--- src/logic/tbc_pkg.sv ---
// Package with constants and carrier types for the transponder boot configuration block.
`default_nettype none
package tbc_pkg;
   localparam logic [11:0] ADDR_SERIAL = 12'h800;
   localparam logic [11:0] ADDR_SERIAL_LAST = 12'h803;
   localparam logic [11:0] ADDR_CUSTOMER = 12'h804;
   localparam logic [11:0] ADDR_PART_TYPE = 12'h808;
   localparam logic [11:0] ADDR_LOT = 12'h809;
   localparam logic [11:0] ADDR_LOT_LAST = 12'h80B;
   localparam logic [11:0] ADDR_SLICE = 12'h80C;
   localparam logic [11:0] ADDR_DIE = 12'h80D;
   localparam logic [11:0] ADDR_DIE_LAST = 12'h80E;
   localparam logic [11:0] ADDR_FIRMWARE = 12'h80F;
   localparam logic [11:0] ADDR_OPTION = 12'h815;
   localparam logic [11:0] ADDR_KEY_FIRST = 12'h81B;
   localparam logic [11:0] ADDR_KEY_LAST = 12'h82A;
   localparam int OPT_KEY_CHOICE = 5;
   localparam int OPT_PROTECTED_LOAD = 6;
   localparam int OPT_HEADER_ENABLE = 7;
   localparam logic [7:0] OPTION_RESET = 8'h00;
   localparam int RESET_DELAY_NS = 64;
   localparam int CLK_PERIOD_NS = 4;
   localparam int RESET_DELAY_CYC =
      (RESET_DELAY_NS + CLK_PERIOD_NS - 1) / CLK_PERIOD_NS;
   localparam int CARRIER_HZ = 125000;
   localparam int CLK_HZ = 250000000;
   localparam int HALF_BIT_CYC = CLK_HZ / CARRIER_HZ / 2;
   localparam int INIT_STEPS = 6;

   typedef enum logic [3:0] {
      TBC_DELAY, TBC_FIELD_CHECK, TBC_ENHANCED_SKIP, TBC_INIT,
      TBC_HEADER, TBC_IMMO, TBC_APP
   } tbc_state_e;

   typedef struct packed {
      logic key_choice;
      logic protected_key_load;
      logic channel_header_enable;
   } tbc_options_s;

   typedef struct packed {
      logic field_ack;
      logic clocks_reconfig;
      logic low_power;
      logic vectors_to_boot;
      logic watchdog_start;
      logic link_init;
   } tbc_init_s;
endpackage : tbc_pkg
`default_nettype wire

--- src/logic/tbc_boot.sv ---
// Start-up path selection and locked identification store for the key transponder.
// What this block does
// - Option bit five picks secret key
// - Option bit six enables protected key loading
// - Authentication uses the key that choice names
// - Option bit seven enables detection header
// - Header sent only when enabled
// - Locked default key occupies 0x81B to 0x82A
// - Field reads of default key refused
// - Default key ciphers protected key loading
// - Serial stored high byte first, read-serial returns it
// - Customer code may follow the serial
// - Traceability bytes are read only
// - Byte 0x80F gives firmware version
// - Start-up runs after every reset source
// - Reset returns all state to initial
// - Reset always starts at boot vector
// - After delay, field check comes first
// - Field present skips checks, runs immobilizer
// - No field: no init, then application
// - Enhanced mode detection is ignored
// - Init acknowledges field, clocks, power, vectors, watchdog, link
// - Header alternates Manchester ones until field gap while coil damped
`default_nettype none
module tbc_boot #(
   parameter logic [31:0] SERIAL = 32'h0000_0000,
   parameter logic [7:0] CUSTOMER = 8'h00,
   parameter logic [7:0] PART_TYPE = 8'h00, // Arbitrary value.
   parameter logic [23:0] LOT = 24'h00_0000,
   parameter logic [7:0] SLICE = 8'h00,
   parameter logic [15:0] DIE = 16'h0000,
   parameter logic [7:0] FIRMWARE = 8'h00,
   parameter logic [119:0] DEFAULT_KEY = 120'h0
) (
   input wire logic clk_i,
   input wire logic rst_i,
   input wire logic [3:0] reset_cause_i,
   input wire logic field_present_i,
   input wire logic field_gap_i,
   input wire logic [7:0] option_byte_i,
   input wire logic [127:0] key_area_one_i,
   input wire logic [127:0] key_area_two_i,
   input wire logic rd_req_i,
   input wire logic rd_from_field_i,
   input wire logic [11:0] rd_addr_i,
   input wire logic serial_with_customer_i,
   output logic [7:0] rd_data_o,
   output logic rd_valid_o,
   output logic rd_refused_o,
   output logic boot_vector_o,
   output logic immo_mode_o,
   output logic app_mode_o,
   output logic header_mod_o,
   output logic [127:0] auth_key_o,
   output logic [127:0] transfer_key_o,
   output logic protected_key_load_o,
   output tbc_pkg::tbc_init_s init_steps_o
);
   typedef struct packed {
      tbc_pkg::tbc_state_e st;
      logic [9:0] cnt;
      logic [1:0] sync_field;
      logic [1:0] sync_gap;
      tbc_pkg::tbc_options_s opt;
      tbc_pkg::tbc_init_s init;
      logic [2:0] step;
      logic mod;
      logic [7:0] data;
      logic valid;
      logic refused;
   } tbc_reg_s;

   tbc_reg_s state_reg;
   tbc_reg_s state_next;
   logic [127:0] default_key;

   function automatic logic [7:0] tbc_id_byte(input logic [11:0] a, input logic with_cust);
      logic [7:0] b;
      b = 8'h00;
      case (a)
         12'h800: b = SERIAL[31:24];
         12'h801: b = SERIAL[23:16];
         12'h802: b = SERIAL[15:8];
         12'h803: b = SERIAL[7:0];
         12'h804: b = with_cust ? CUSTOMER : 8'h00;
         12'h808: b = PART_TYPE;
         12'h809: b = LOT[23:16];
         12'h80A: b = LOT[15:8];
         12'h80B: b = LOT[7:0];
         12'h80C: b = SLICE;
         12'h80D: b = DIE[15:8];
         12'h80E: b = DIE[7:0];
         12'h80F: b = FIRMWARE;
         default: b = 8'h00;
      endcase
      return b;
   endfunction : tbc_id_byte

   // Customer code heads the locked default key.
   assign default_key = {CUSTOMER, DEFAULT_KEY};

   always_comb begin
      state_next = state_reg;
      state_next.sync_field = {state_reg.sync_field[0], field_present_i};
      state_next.sync_gap = {state_reg.sync_gap[0], field_gap_i};
      state_next.valid = 1'b0;
      state_next.refused = 1'b0;
      if (rd_req_i) begin
         // The key is never on the field path, whatever the state.
         if (rd_from_field_i && rd_addr_i >= tbc_pkg::ADDR_KEY_FIRST
             && rd_addr_i <= tbc_pkg::ADDR_KEY_LAST) begin
            state_next.refused = 1'b1;
            state_next.data = 8'h00;
         end else begin
            state_next.valid = 1'b1;
            if (rd_addr_i == tbc_pkg::ADDR_OPTION) begin
               state_next.data = {state_reg.opt.channel_header_enable,
                  state_reg.opt.protected_key_load, state_reg.opt.key_choice, 5'h00};
            end else begin
               state_next.data = tbc_id_byte(rd_addr_i, serial_with_customer_i);
            end
         end
      end
      case (state_reg.st)
         tbc_pkg::TBC_DELAY: begin
            state_next.cnt = state_reg.cnt + 10'h001;
            if (state_reg.cnt == 10'(tbc_pkg::RESET_DELAY_CYC - 1)) begin
               state_next.st = tbc_pkg::TBC_FIELD_CHECK;
            end
         end
         tbc_pkg::TBC_FIELD_CHECK: begin
            state_next.opt.key_choice = option_byte_i[tbc_pkg::OPT_KEY_CHOICE];
            state_next.opt.protected_key_load = option_byte_i[tbc_pkg::OPT_PROTECTED_LOAD];
            state_next.opt.channel_header_enable =
               option_byte_i[tbc_pkg::OPT_HEADER_ENABLE];
            state_next.cnt = 10'h000;
            if (state_reg.sync_field[1]) begin
               state_next.st = tbc_pkg::TBC_INIT;
            end else begin
               state_next.st = tbc_pkg::TBC_ENHANCED_SKIP;
            end
         end
         tbc_pkg::TBC_ENHANCED_SKIP: begin
            // The enhanced-mode step does nothing on this part.
            state_next.st = tbc_pkg::TBC_APP;
         end
         tbc_pkg::TBC_INIT: begin
            // One step per cycle, in the listed order, so software sees each settle.
            state_next.step = state_reg.step + 3'h1;
            case (state_reg.step)
               3'h0: state_next.init.field_ack = 1'b1;
               3'h1: state_next.init.clocks_reconfig = 1'b1;
               3'h2: state_next.init.low_power = 1'b1;
               3'h3: state_next.init.vectors_to_boot = 1'b1;
               3'h4: state_next.init.watchdog_start = 1'b1;
               default: state_next.init.link_init = 1'b1;
            endcase
            if (state_reg.step == 3'(tbc_pkg::INIT_STEPS - 1)) begin
               state_next.st = state_reg.opt.channel_header_enable ?
                  tbc_pkg::TBC_HEADER : tbc_pkg::TBC_IMMO;
            end
         end
         tbc_pkg::TBC_HEADER: begin
            // Alternating half bits give a run of Manchester ones at the carrier rate.
            // The counter is wide enough for a full half bit at the carrier rate.
            if (state_reg.cnt == 10'(tbc_pkg::HALF_BIT_CYC - 1)) begin
               state_next.cnt = 10'h000;
               state_next.mod = ~state_reg.mod;
            end else begin
               state_next.cnt = state_reg.cnt + 10'h001;
            end
            // A gap only ends the header while the coil is damped.
            if (state_reg.sync_gap[1] && state_reg.mod) begin
               state_next.mod = 1'b0;
               state_next.st = tbc_pkg::TBC_IMMO;
            end
         end
         tbc_pkg::TBC_IMMO: begin
            state_next.st = tbc_pkg::TBC_IMMO;
         end
         tbc_pkg::TBC_APP: begin
            state_next.st = tbc_pkg::TBC_APP;
         end
         default: begin
            state_next.st = tbc_pkg::TBC_DELAY;
         end
      endcase
   end

   // Every reset source lands here, so one synchronous reset covers all causes.
   always_ff @(posedge clk_i) begin
      if (rst_i || reset_cause_i != 4'h0) begin
         state_reg <= '0;
         state_reg.st <= tbc_pkg::TBC_DELAY;
         state_reg.opt <= tbc_pkg::tbc_options_s'(3'h0);
      end else begin
         state_reg <= state_next;
      end
   end

   assign rd_data_o = state_reg.data;
   assign rd_valid_o = state_reg.valid;
   assign rd_refused_o = state_reg.refused;
   assign boot_vector_o = state_reg.st != tbc_pkg::TBC_APP;
   assign immo_mode_o = state_reg.st == tbc_pkg::TBC_IMMO
      || state_reg.st == tbc_pkg::TBC_HEADER;
   assign app_mode_o = state_reg.st == tbc_pkg::TBC_APP;
   assign header_mod_o = state_reg.mod;
   assign init_steps_o = state_reg.init;
   assign auth_key_o = state_reg.opt.key_choice ? key_area_two_i : key_area_one_i;
   assign protected_key_load_o = state_reg.opt.protected_key_load;
   assign transfer_key_o = state_reg.opt.protected_key_load ? default_key : 128'h0;
endmodule : tbc_boot
`default_nettype wire

--- config.mk ---
export PLATFORM = sky130hd
export DESIGN_NAME = tbc_boot
export DESIGN_NICKNAME = d
export VERILOG_FILES = /design/src/logic/tbc_pkg.sv /design/src/logic/tbc_boot.sv
export SDC_FILE = /design/constraint.sdc
export NUM_CORES = 1
export LEC_CHECK = 0
export BUFFER_PORTS_ARGS = -buffer_cell sky130_fd_sc_hd__clkbuf_2
export CORE_AREA = 2 2 219 221
export CTS_CLUSTER_DIAMETER = 30
export DETAILED_ROUTE_END_ITERATION = 6
export DIE_AREA = 0 0 221 223
export PLACE_DENSITY_LB_ADDON = 0.05
export SYNTH_ARGS = -nofsm -noshare
export SYNTH_HDL_FRONTEND = slang
export SYNTH_SLANG_ARGS = --single-unit
export TNS_END_PERCENT = 100
--- constraint.sdc ---
create_clock -name clk_i -period 3.83 [get_ports clk_i]
set_clock_uncertainty 0.05 [all_clocks]
set_input_delay 1.149 -clock clk_i [delete_from_list [all_inputs] [get_ports clk_i]]
set_output_delay 1.149 -clock clk_i [all_outputs]
set_load 0.01 [all_outputs]
# Word level (Yosys, flattened, before mapping)
# Index checks and enable logic that the tools add are counted.
classes:
  n_mux: 15
  eq_ne: 18
  n_reduce_logical: 21
  n_addsub: 2
  magnitude_cmp: 2
  bitwise_logic: 3
ops:
  columns: ["cell", "count"]
  rows:
  - ["two-way mux 128 bit", 1]
  - ["case mux 10 bit (3 select lines)", 1]
  - ["case mux 4 bit (6 select lines)", 1]
  - ["two-way mux 8 bit", 2]
  - ["AND reduction 2 bit", 7]
  - ["== test 12 bit, second input constant", 1]
  - ["== test 4 x 3 -> 1 bit, second input constant", 3]
  - ["greater-or-equal comparator 12 bit, second input constant", 1]
  - ["<= comparator 12 bit, second input constant", 1]
  - ["two-way mux 4 bit", 3]
  - ["adder 10 x 1 -> 10 bit, second input constant", 1]
  - ["== test 10 bit, second input constant", 1]
  - ["== test 10 x 4 -> 1 bit, second input constant", 1]
  - ["two-way mux 10 bit", 1]
  - ["== test 4 x 2 -> 1 bit, second input constant", 2]
  - ["== test 3 x 2 -> 1 bit, second input constant", 2]
  - ["== test 3 bit, second input constant", 2]
  - ["two-way mux 1 bit", 6]
  - ["!= test 2 bit, second input constant", 3]
  - ["OR reduction 5 bit", 1]
  - ["== test 4 x 1 -> 1 bit, second input constant", 1]
  - ["logical NOT 4 bit", 1]
  - ["!= test 4 x 3 -> 1 bit, second input constant", 1]
  - ["nonzero test 4 bit", 1]
  - ["10 further kinds", 16]
totals:
  out_inout_bits: 277
  ff_bits: 41

# Depth between registers and ports, before layout
# Gate-level depths: netlist (run 1).
logic_depth:
  ltp_word: 4
  depth_mapped: 6
  ltp_nobuf: 6

# Worst setup path before layout (run 1)
# No wires, ideal clock.
synth_timing:
  path_type: "input to output"
  startpoint: "input port key_area_two_i[0]"
  endpoint: "output port auth_key_o[0]"
  setup_slack_ns: 1.207
  path_buffers: 0
  arrival_ns: 1.424
  path_stages: 1
  t_required_ns: 2.631
  path_cell_list: "mux2_2"
synth_via:
  elab_chain_len: 1
synth_rtl:
  columns: ["element", "line_no", "rtl"]
  rows:
  - ["start, declared", "tbc_boot.sv:42", "input wire logic [127:0] key_area_two_i,"]
  - ["two-way mux 128 bit", "tbc_boot.sv:210", "assign auth_key_o = state_reg.opt.key_choice ? key_area_two_i : key_area_one_i;"]
  - ["end, declared", "tbc_boot.sv:54", "output logic [127:0] auth_key_o,"]
# Every way passes these cells.

# Worst setup path in the final report (run 1)
layout_timing:
  startpoint: "register state_reg[22] in the netlist's numbering"
  endpoint: "output port auth_key_o[44]"
layout_via:
  elab_chain_len: 1
layout_rtl:
  columns: ["element", "line_no", "rtl"]
  rows:
  - ["start, declared", "tbc_boot.sv:73", "tbc_reg_s state_reg;"]
  - ["start signal, assigned", "tbc_boot.sv:197", "state_reg <= state_next;"]
  - ["two-way mux 128 bit", "tbc_boot.sv:210", null]
# Every way passes these cells.

==> results of run 1 <==
-- cells by family (layout without fill, tap and decap cells) --
| group | count (synthesis) | after routing | share of synthesized area (%) |
|---|---|---|---|
| buf+inv | 170 | 447 | 28.31 |
| mux | 128 | 128 | 34.47 |
| simple gates | 94 | 94 | 11.94 |
| flops | 35 | 35 | 16.76 |
| compound gates | 31 | 31 | 4.548 |
| xor+xnor | 10 | 10 | 2.095 |
| fa+ha+maj | 6 | 6 | 1.795 |
| other cells | 1 | 136 | 0.08968 |
-- layout by cell type, fill, tap and decap left out, types with 5 or more instances in the layout --
master,count
xnor2_1,8
a21oi_1,15
dfxtp_1,34
nor2_1,24
nor2b_1,6
inv_1,7
buf_4,7
o21ai_0,5
clkbuf_2,424
conb_1,133
nand2_1,17
clkbuf_16,5
ha_1,6
nor3_1,15
mux2_2,128
and3_1,6
-- worst max-delay path, stage by stage, from the launching register on --
cell      delay [ps]
dfxtp_4          670
buf_4            370
mux2_2           420
clkbuf_2         140
-- cells in the mapped netlist, drive strengths merged (2+ instances only) --
library cell / count / area share [%]
buf: 155 / 27
mux2: 128 / 34
dfxtp: 35 / 17
nor2: 24 / 2.2
nand2: 17 / 1.5
a21oi: 16 / 2.0
nor3: 15 / 1.8
clkbuf: 8 / 0.72
xnor2: 8 / 1.7
inv: 7 / 0.63
and3: 6 / 0.90
ha: 6 / 1.8
nor2b: 6 / 0.90
nor4: 5 / 0.90
o21ai: 5 / 0.60
nand3: 4 / 0.48
nand4: 4 / 0.60
a31oi: 3 / 0.45
nand3b: 3 / 0.54
a211oi: 2 / 0.36
or3b: 2 / 0.42
xor2: 2 / 0.42
-- power groups by stage --
stage,sequential (mW),clock [mW],combinational [mW]
after detailed placement,0.372,0,0.417
after global routing,0.364,0.431,0.452
after floorplan,0.373,0,0.272
after CTS,0.364,0.420,0.419
after global placement,0.372,0,0.419
final,0.364,0.392,0.414
-- area by class of cell --
| class | count | area share (%) |
|---|---|---|
| Timing Repair Buffer | 433 | 33.31 |
| Inverter | 7 | 0.3953 |
| Multi-Input combinational cell | 402 | 42.01 |
| Sequential cell | 35 | 10.60 |
| Antenna cell | 3 | 0.1129 |
| Tap cell | 615 | 11.58 |
| Clock buffer | 7 | 1.995 |
-- stage by stage --
step / instance area, µm² / cells / hold WS (ps) / util [%]
final: 6648 / 1502 / 408.8 / 14.10
after global routing: 6645 / 1501 / 435.4 / 14.09
after CTS: 6640 / 1499 / 423.7 / 14.08
after detailed placement: 6507 / 1492 / 403.6 / 13.80
after global placement: 6507 / 1492 / 407.6 / 13.80
after floorplan: 4677 / 607 / 379.0 / -
-- worst paths after layout --
path	to	slack (ps)	cells past startpoint
setup / recovery	auth_key_o[44]	720	3
hold / removal	state_reg[26]	410	1
setup reg to reg	state_reg[27]	1750	5
hold reg to reg	state_reg[26]	410	1
-- layer usage --
layer	vias to the layer above	routed length [µm]	GRT usage, %
li1	2182	-	-
met1	2018	10280	11.52
met2	210	15450	20.66
met3	30	2230	3.819
met4	10	293	1.429
met5	-	58	0
==> impl_metrics.tcl, run 1 <==
set metrics [dict create \
    syn_inst 475 \
    grt_pass1_wl_um 37460 \
    drtIter0Drc 110 \
    portBuffers 424 \
    ios 564 \
    drt_pass1_iterations 4 \
    startpoint "state_reg[22]" \
    path_clk_slew_ps 60 \
    ys.flop_type "dfxtp_1" \
    postCtsSetupBuffers 0 \
    fin_crit_ps 3110 \
    crit_arrival_ps 1910 \
    gp_routability_congestion 0.7525 \
    r2r-start "state_reg[27]" \
    initial_utilization_pct 8.869 \
    syn_avg_cell_area_um2 8.803 \
    cts.repair.resized 0 \
    max_cap_violations 0 \
    cts_buffers 5 \
    finalMaxSlewViolations 0 \
    synth-edff-count 0 \
    peakVddDrop_mv 0.1190 \
    regArea_um2 704.4 \
    p_clk_share_pct 33.5 \
    via_per_inst 2.963 \
    dieArea_um2 49280 \
    finalPower_mw 1.170 \
    multi_input_area_um2 2793 \
    antenna_found_initial 17 \
    syn_area_um2 4182 \
    detail-route-antenna-nets 0 \
    n_fill_cell 5518 \
    rows 80 \
    die_height_um 223 \
    grt_overflow 0 \
    status "complete, no violations" \
    grt_pass1_vias 4317 \
    rsz0062_at_grt "no" \
    wl_per_cell_um 18.85 \
    swShare_pct 31.58 \
    min_period_over_period_pct 81.19 \
    fin_nets 1177 \
    synth_warnings 0 \
    yosys_register_bits 35 \
    cp-start-kind "flop" \
    via_count 4450 \
    pwr-share-seq_pct 31.1 \
    ctsHtreeMaxLevel 2 \
    critPathCaptureType "output port" \
    p_comb_share_pct 35.4 \
    hold_path_class "flop to flop" \
    track_usage_pct 10.78 \
    power_density_nw_per_um2 176.1 \
    finalSetupViolations 0 \
    required_ps 2630 \
    hold_start "state_next[26]" \
    worst_pin_slew_ps 618.9 \
    p_int_uw 800.8 \
    place_ws_ps 918.1 \
    p_leak_nw 3.300 \
    largest_reg_flops 20 \
    ys_types 41 \
    cts_tree "yes" \
    root_buffer "clkbuf_16" \
    relSlewSlack_pct 58.18 \
    setup-tns-final_ps 0 \
    ys_seq_area_share_pct 16.76 \
    drive_gt1_share_pct 64.82 \
    remaining_drc_errors 0 \
    hpwl_um 25890 \
    p_sw_uw 369.6 \
    hold_violations 0 \
    crit_fanout 28 \
    async_flop_share_pct 0 \
    syn2layout_area_growth_pct 58.98 \
    cts_buffer_depth 2 \
    fp.coreArea_um2 47150 \
    clk_latency_ps 280 \
    fmax_ghz 0.3216 \
    die-width_um 221 \
    cts_hold_buf 0 \
    path_class "flop to output port" \
    grt_max_degree 31 \
    setup_ws_ps 720.3 \
    clock_sinks 35 \
    wirelength_um 28310 \
]
No activity file was read; power rests on OpenSTA's default activity.
==> run 2: changes to the inputs <==
--- a/config.mk
+++ b/config.mk
@@ -5,11 +5,12 @@
 export SDC_FILE = /design/constraint.sdc
 export NUM_CORES = 1
 export LEC_CHECK = 0
+export ABC_AREA = 1
 export BUFFER_PORTS_ARGS = -buffer_cell sky130_fd_sc_hd__clkbuf_2
-export CORE_AREA = 2 2 219 221
+export CORE_AREA = 2 2 217 219
 export CTS_CLUSTER_DIAMETER = 30
 export DETAILED_ROUTE_END_ITERATION = 6
-export DIE_AREA = 0 0 221 223
+export DIE_AREA = 0 0 219 221
 export PLACE_DENSITY_LB_ADDON = 0.05
 export SYNTH_ARGS = -nofsm -noshare
 export SYNTH_HDL_FRONTEND = slang
==> constraint.sdc (replaced) <==
create_clock -name clk_i -period 2.7 [get_ports clk_i]
set_clock_uncertainty 0.05 [all_clocks]
set_input_delay 0.81 -clock clk_i [delete_from_list [all_inputs] [get_ports clk_i]]
set_output_delay 0.81 -clock clk_i [all_outputs]
set_load 0.01 [all_outputs]
==> run 2 against run 1 <==
Net effect: global-route usage fell by 0.62 points; combinational power rose by 37%; first-iteration DRC count rose by 73%; critical endpoint is now auth_key_o[81].
==> impl_metrics.tcl, run 2 <==
set metrics [dict create \
    hold_path_class "flop to flop" \
    synth_top_area_share_pct 36.40 \
    detail-route-antenna-nets 0 \
    grt_max_degree 87 \
    syn_area_um2 4279 \
    hold_start "state_next[24]" \
    fp.coreArea_um2 46060 \
    p_clk_share_pct 37.8 \
    pwr-share-seq_pct 29.6 \
    worst_pin_slew_ps 506.4 \
    peakVddDrop_mv 0.2299 \
    async_flop_share_pct 0 \
    yosysMostFrequentCell "nand2_1" \
    r2r-start "state_reg[28]" \
    die_height_um 221 \
    path_clk_slew_ps 60 \
    dieArea_um2 48400 \
    track_usage_pct 10.17 \
    startpoint "state_reg[22]" \
    ctsHtreeMaxLevel 2 \
    syn2layout_area_growth_pct 58.42 \
    cp-start-kind "flop" \
    ios 564 \
    required_ps 1840 \
    fmax_ghz 0.4089 \
    cts_buffer_depth 2 \
    finalMaxSlewViolations 0 \
    syn_inst 778 \
    wl_per_cell_um 14.75 \
    final_common_cell "clkbuf_2" \
    drtIter0Drc 190 \
    root_buffer "clkbuf_16" \
    antenna_found_initial 5 \
    cts.repair.resized 0 \
    synth_warnings 0 \
    cts_tree "yes" \
    ys_types 31 \
    gp_routability_congestion 0.7728 \
    cts_hold_buf 0 \
    reg2reg_slack_ps 1030 \
    p_sw_uw 556.7 \
    synth_commonest_cells "415 x nand2_1, 142 x buf_4, 37 x nor2_1" \
    status "complete, no violations" \
    fin_nets 1475 \
    fin_crit_ps 2446 \
    finalSetupViolations 0 \
    drt_pass1_iterations 4 \
    relSlewSlack_pct 65.98 \
    p_int_mw 1.186 \
    via_per_inst 3.092 \
    ys.flop_type "dfxtp_1" \
    rows 79 \
    clk_latency_ps 280 \
    final_cell_mix "424 x clkbuf_2, 415 x nand2_1, 133 x conb_1, 37 x nor2_1, 34 x dfxtp_1" \
    initial_utilization_pct 9.290 \
    hpwl_um 23280 \
    synth-edff-count 0 \
    path_class "flop to output port" \
    setup_ws_ps 254.3 \
    largest_reg_flops 20 \
    wirelength_um 26440 \
    portBuffers 424 \
    via_count 5541 \
    rsz0062_at_grt "no" \
    max_cap_violations 0 \
    setup-tns-final_ps 0 \
    hold_violations 0 \
    postCtsSetupBuffers 0 \
    remaining_drc_errors 0 \
    swShare_pct 31.95 \
    min_period_over_period_pct 90.58 \
    grt_pass1_wl_um 36110 \
    power_density_nw_per_um2 257.1 \
    crit_fanout 86 \
    drive_gt1_share_pct 38.88 \
    yosys_register_bits 35 \
    p_comb_share_pct 32.6 \
    crit_arrival_ps 1590 \
    grt_overflow 0 \
    die-width_um 219 \
    place_ws_ps 499.2 \
    syn_avg_cell_area_um2 5.500 \
    yosysTopAreaCell "nand2_1" \
    ys_seq_area_share_pct 16.37 \
    grt_pass1_vias 5118 \
    finalPower_mw 1.743 \
    critPathCaptureType "output port" \
    clock_sinks 35 \
    netlist_top_cells_area "nand2_1 36%, buf_4 25%, dfxtp_1 16%, nor2_1 3.2%, inv_1 2.8%" \
    cts_buffers 5 \
    p_leak_nw 4.027 \
]
==> run 2: cell types whose count changed in the layout (fill, tap and decap cells not counted), sizes merged, moves of 4 or more <==
cell	before	now
and3	6	0
nor2	24	37
nor4	5	1
buf	9	15
nand2	17	417
nor3	15	7
nand3	4	18
o21ai	5	15
xnor2	8	0
nor2b	6	0
inv	7	33
mux2	128	0
==> run 2: area by class of cell <==
type                       count  area [µm²]
clock inverter                 1       5.005
inverter                      33       126.4
fill                        5571       39280
multi-input combinational    668        2743
clock buffer                   7       163.9
tap                          607       759.5
timing repair buffer         439        2272
sequential                    35       704.4
antenna                        2       5.005
==> run 2: cell families after synthesis <==
kind of cell    Yosys count  synth area share [%]
fa+ha+maj                 6                 1.754
buf+inv                 207                 31.11
xor+xnor                  4                0.8186
simple gates            484                 44.42
other cells               1               0.08764
compound gates           41                 5.439
flops                    35                 16.37
==> run 2: per-layer routing <==
metal | wire length, µm | vias up | global-route usage (%)
met5 | 35 | - | 0
met4 | 518 | 6 | 2.332
met3 | 2261 | 24 | 2.543
met2 | 14510 | 235 | 20.33
met1 | 9108 | 2387 | 10.32
li1 | - | 2889 | -
==> run 2: final timing paths <==
kind / depth (start not counted) / to
worst max register to register: 8 / state_reg[37]
worst min-delay path: 2 / state_reg[24]
worst max-delay path: 4 / auth_key_o[81]
worst min register to register: 2 / state_reg[24]
==> run 2: through the flow <==
step	util, %	instance area, µm²	cells	hold WS [ps]
after CTS	14.71	6774	1790	364.9
after floorplan	-	4775	910	343.6
after global placement	14.34	6605	1782	356.3
final	14.72	6779	1792	360.8
after global routing	14.72	6779	1792	386.3
after detailed placement	14.34	6605	1782	360.6
==> run 2: worst max-delay path: stages (launching register included) <==
cell and delay [ps]:
dfxtp_4 420, buf_12 360, nand2_1 220, nand2_1 120
clkbuf_2 140
==> run 2: power by group through the flow <==
stage	logic (mW)	clock network [mW]	registers, mW
2_1_floorplan	0.371	0	0.529
3_3_place_gp	0.574	0	0.528
4_1_cts	0.573	0.694	0.516
5_1_grt	0.633	0.714	0.516
3_5_place_dp	0.570	0	0.528
6_report	0.567	0.659	0.516
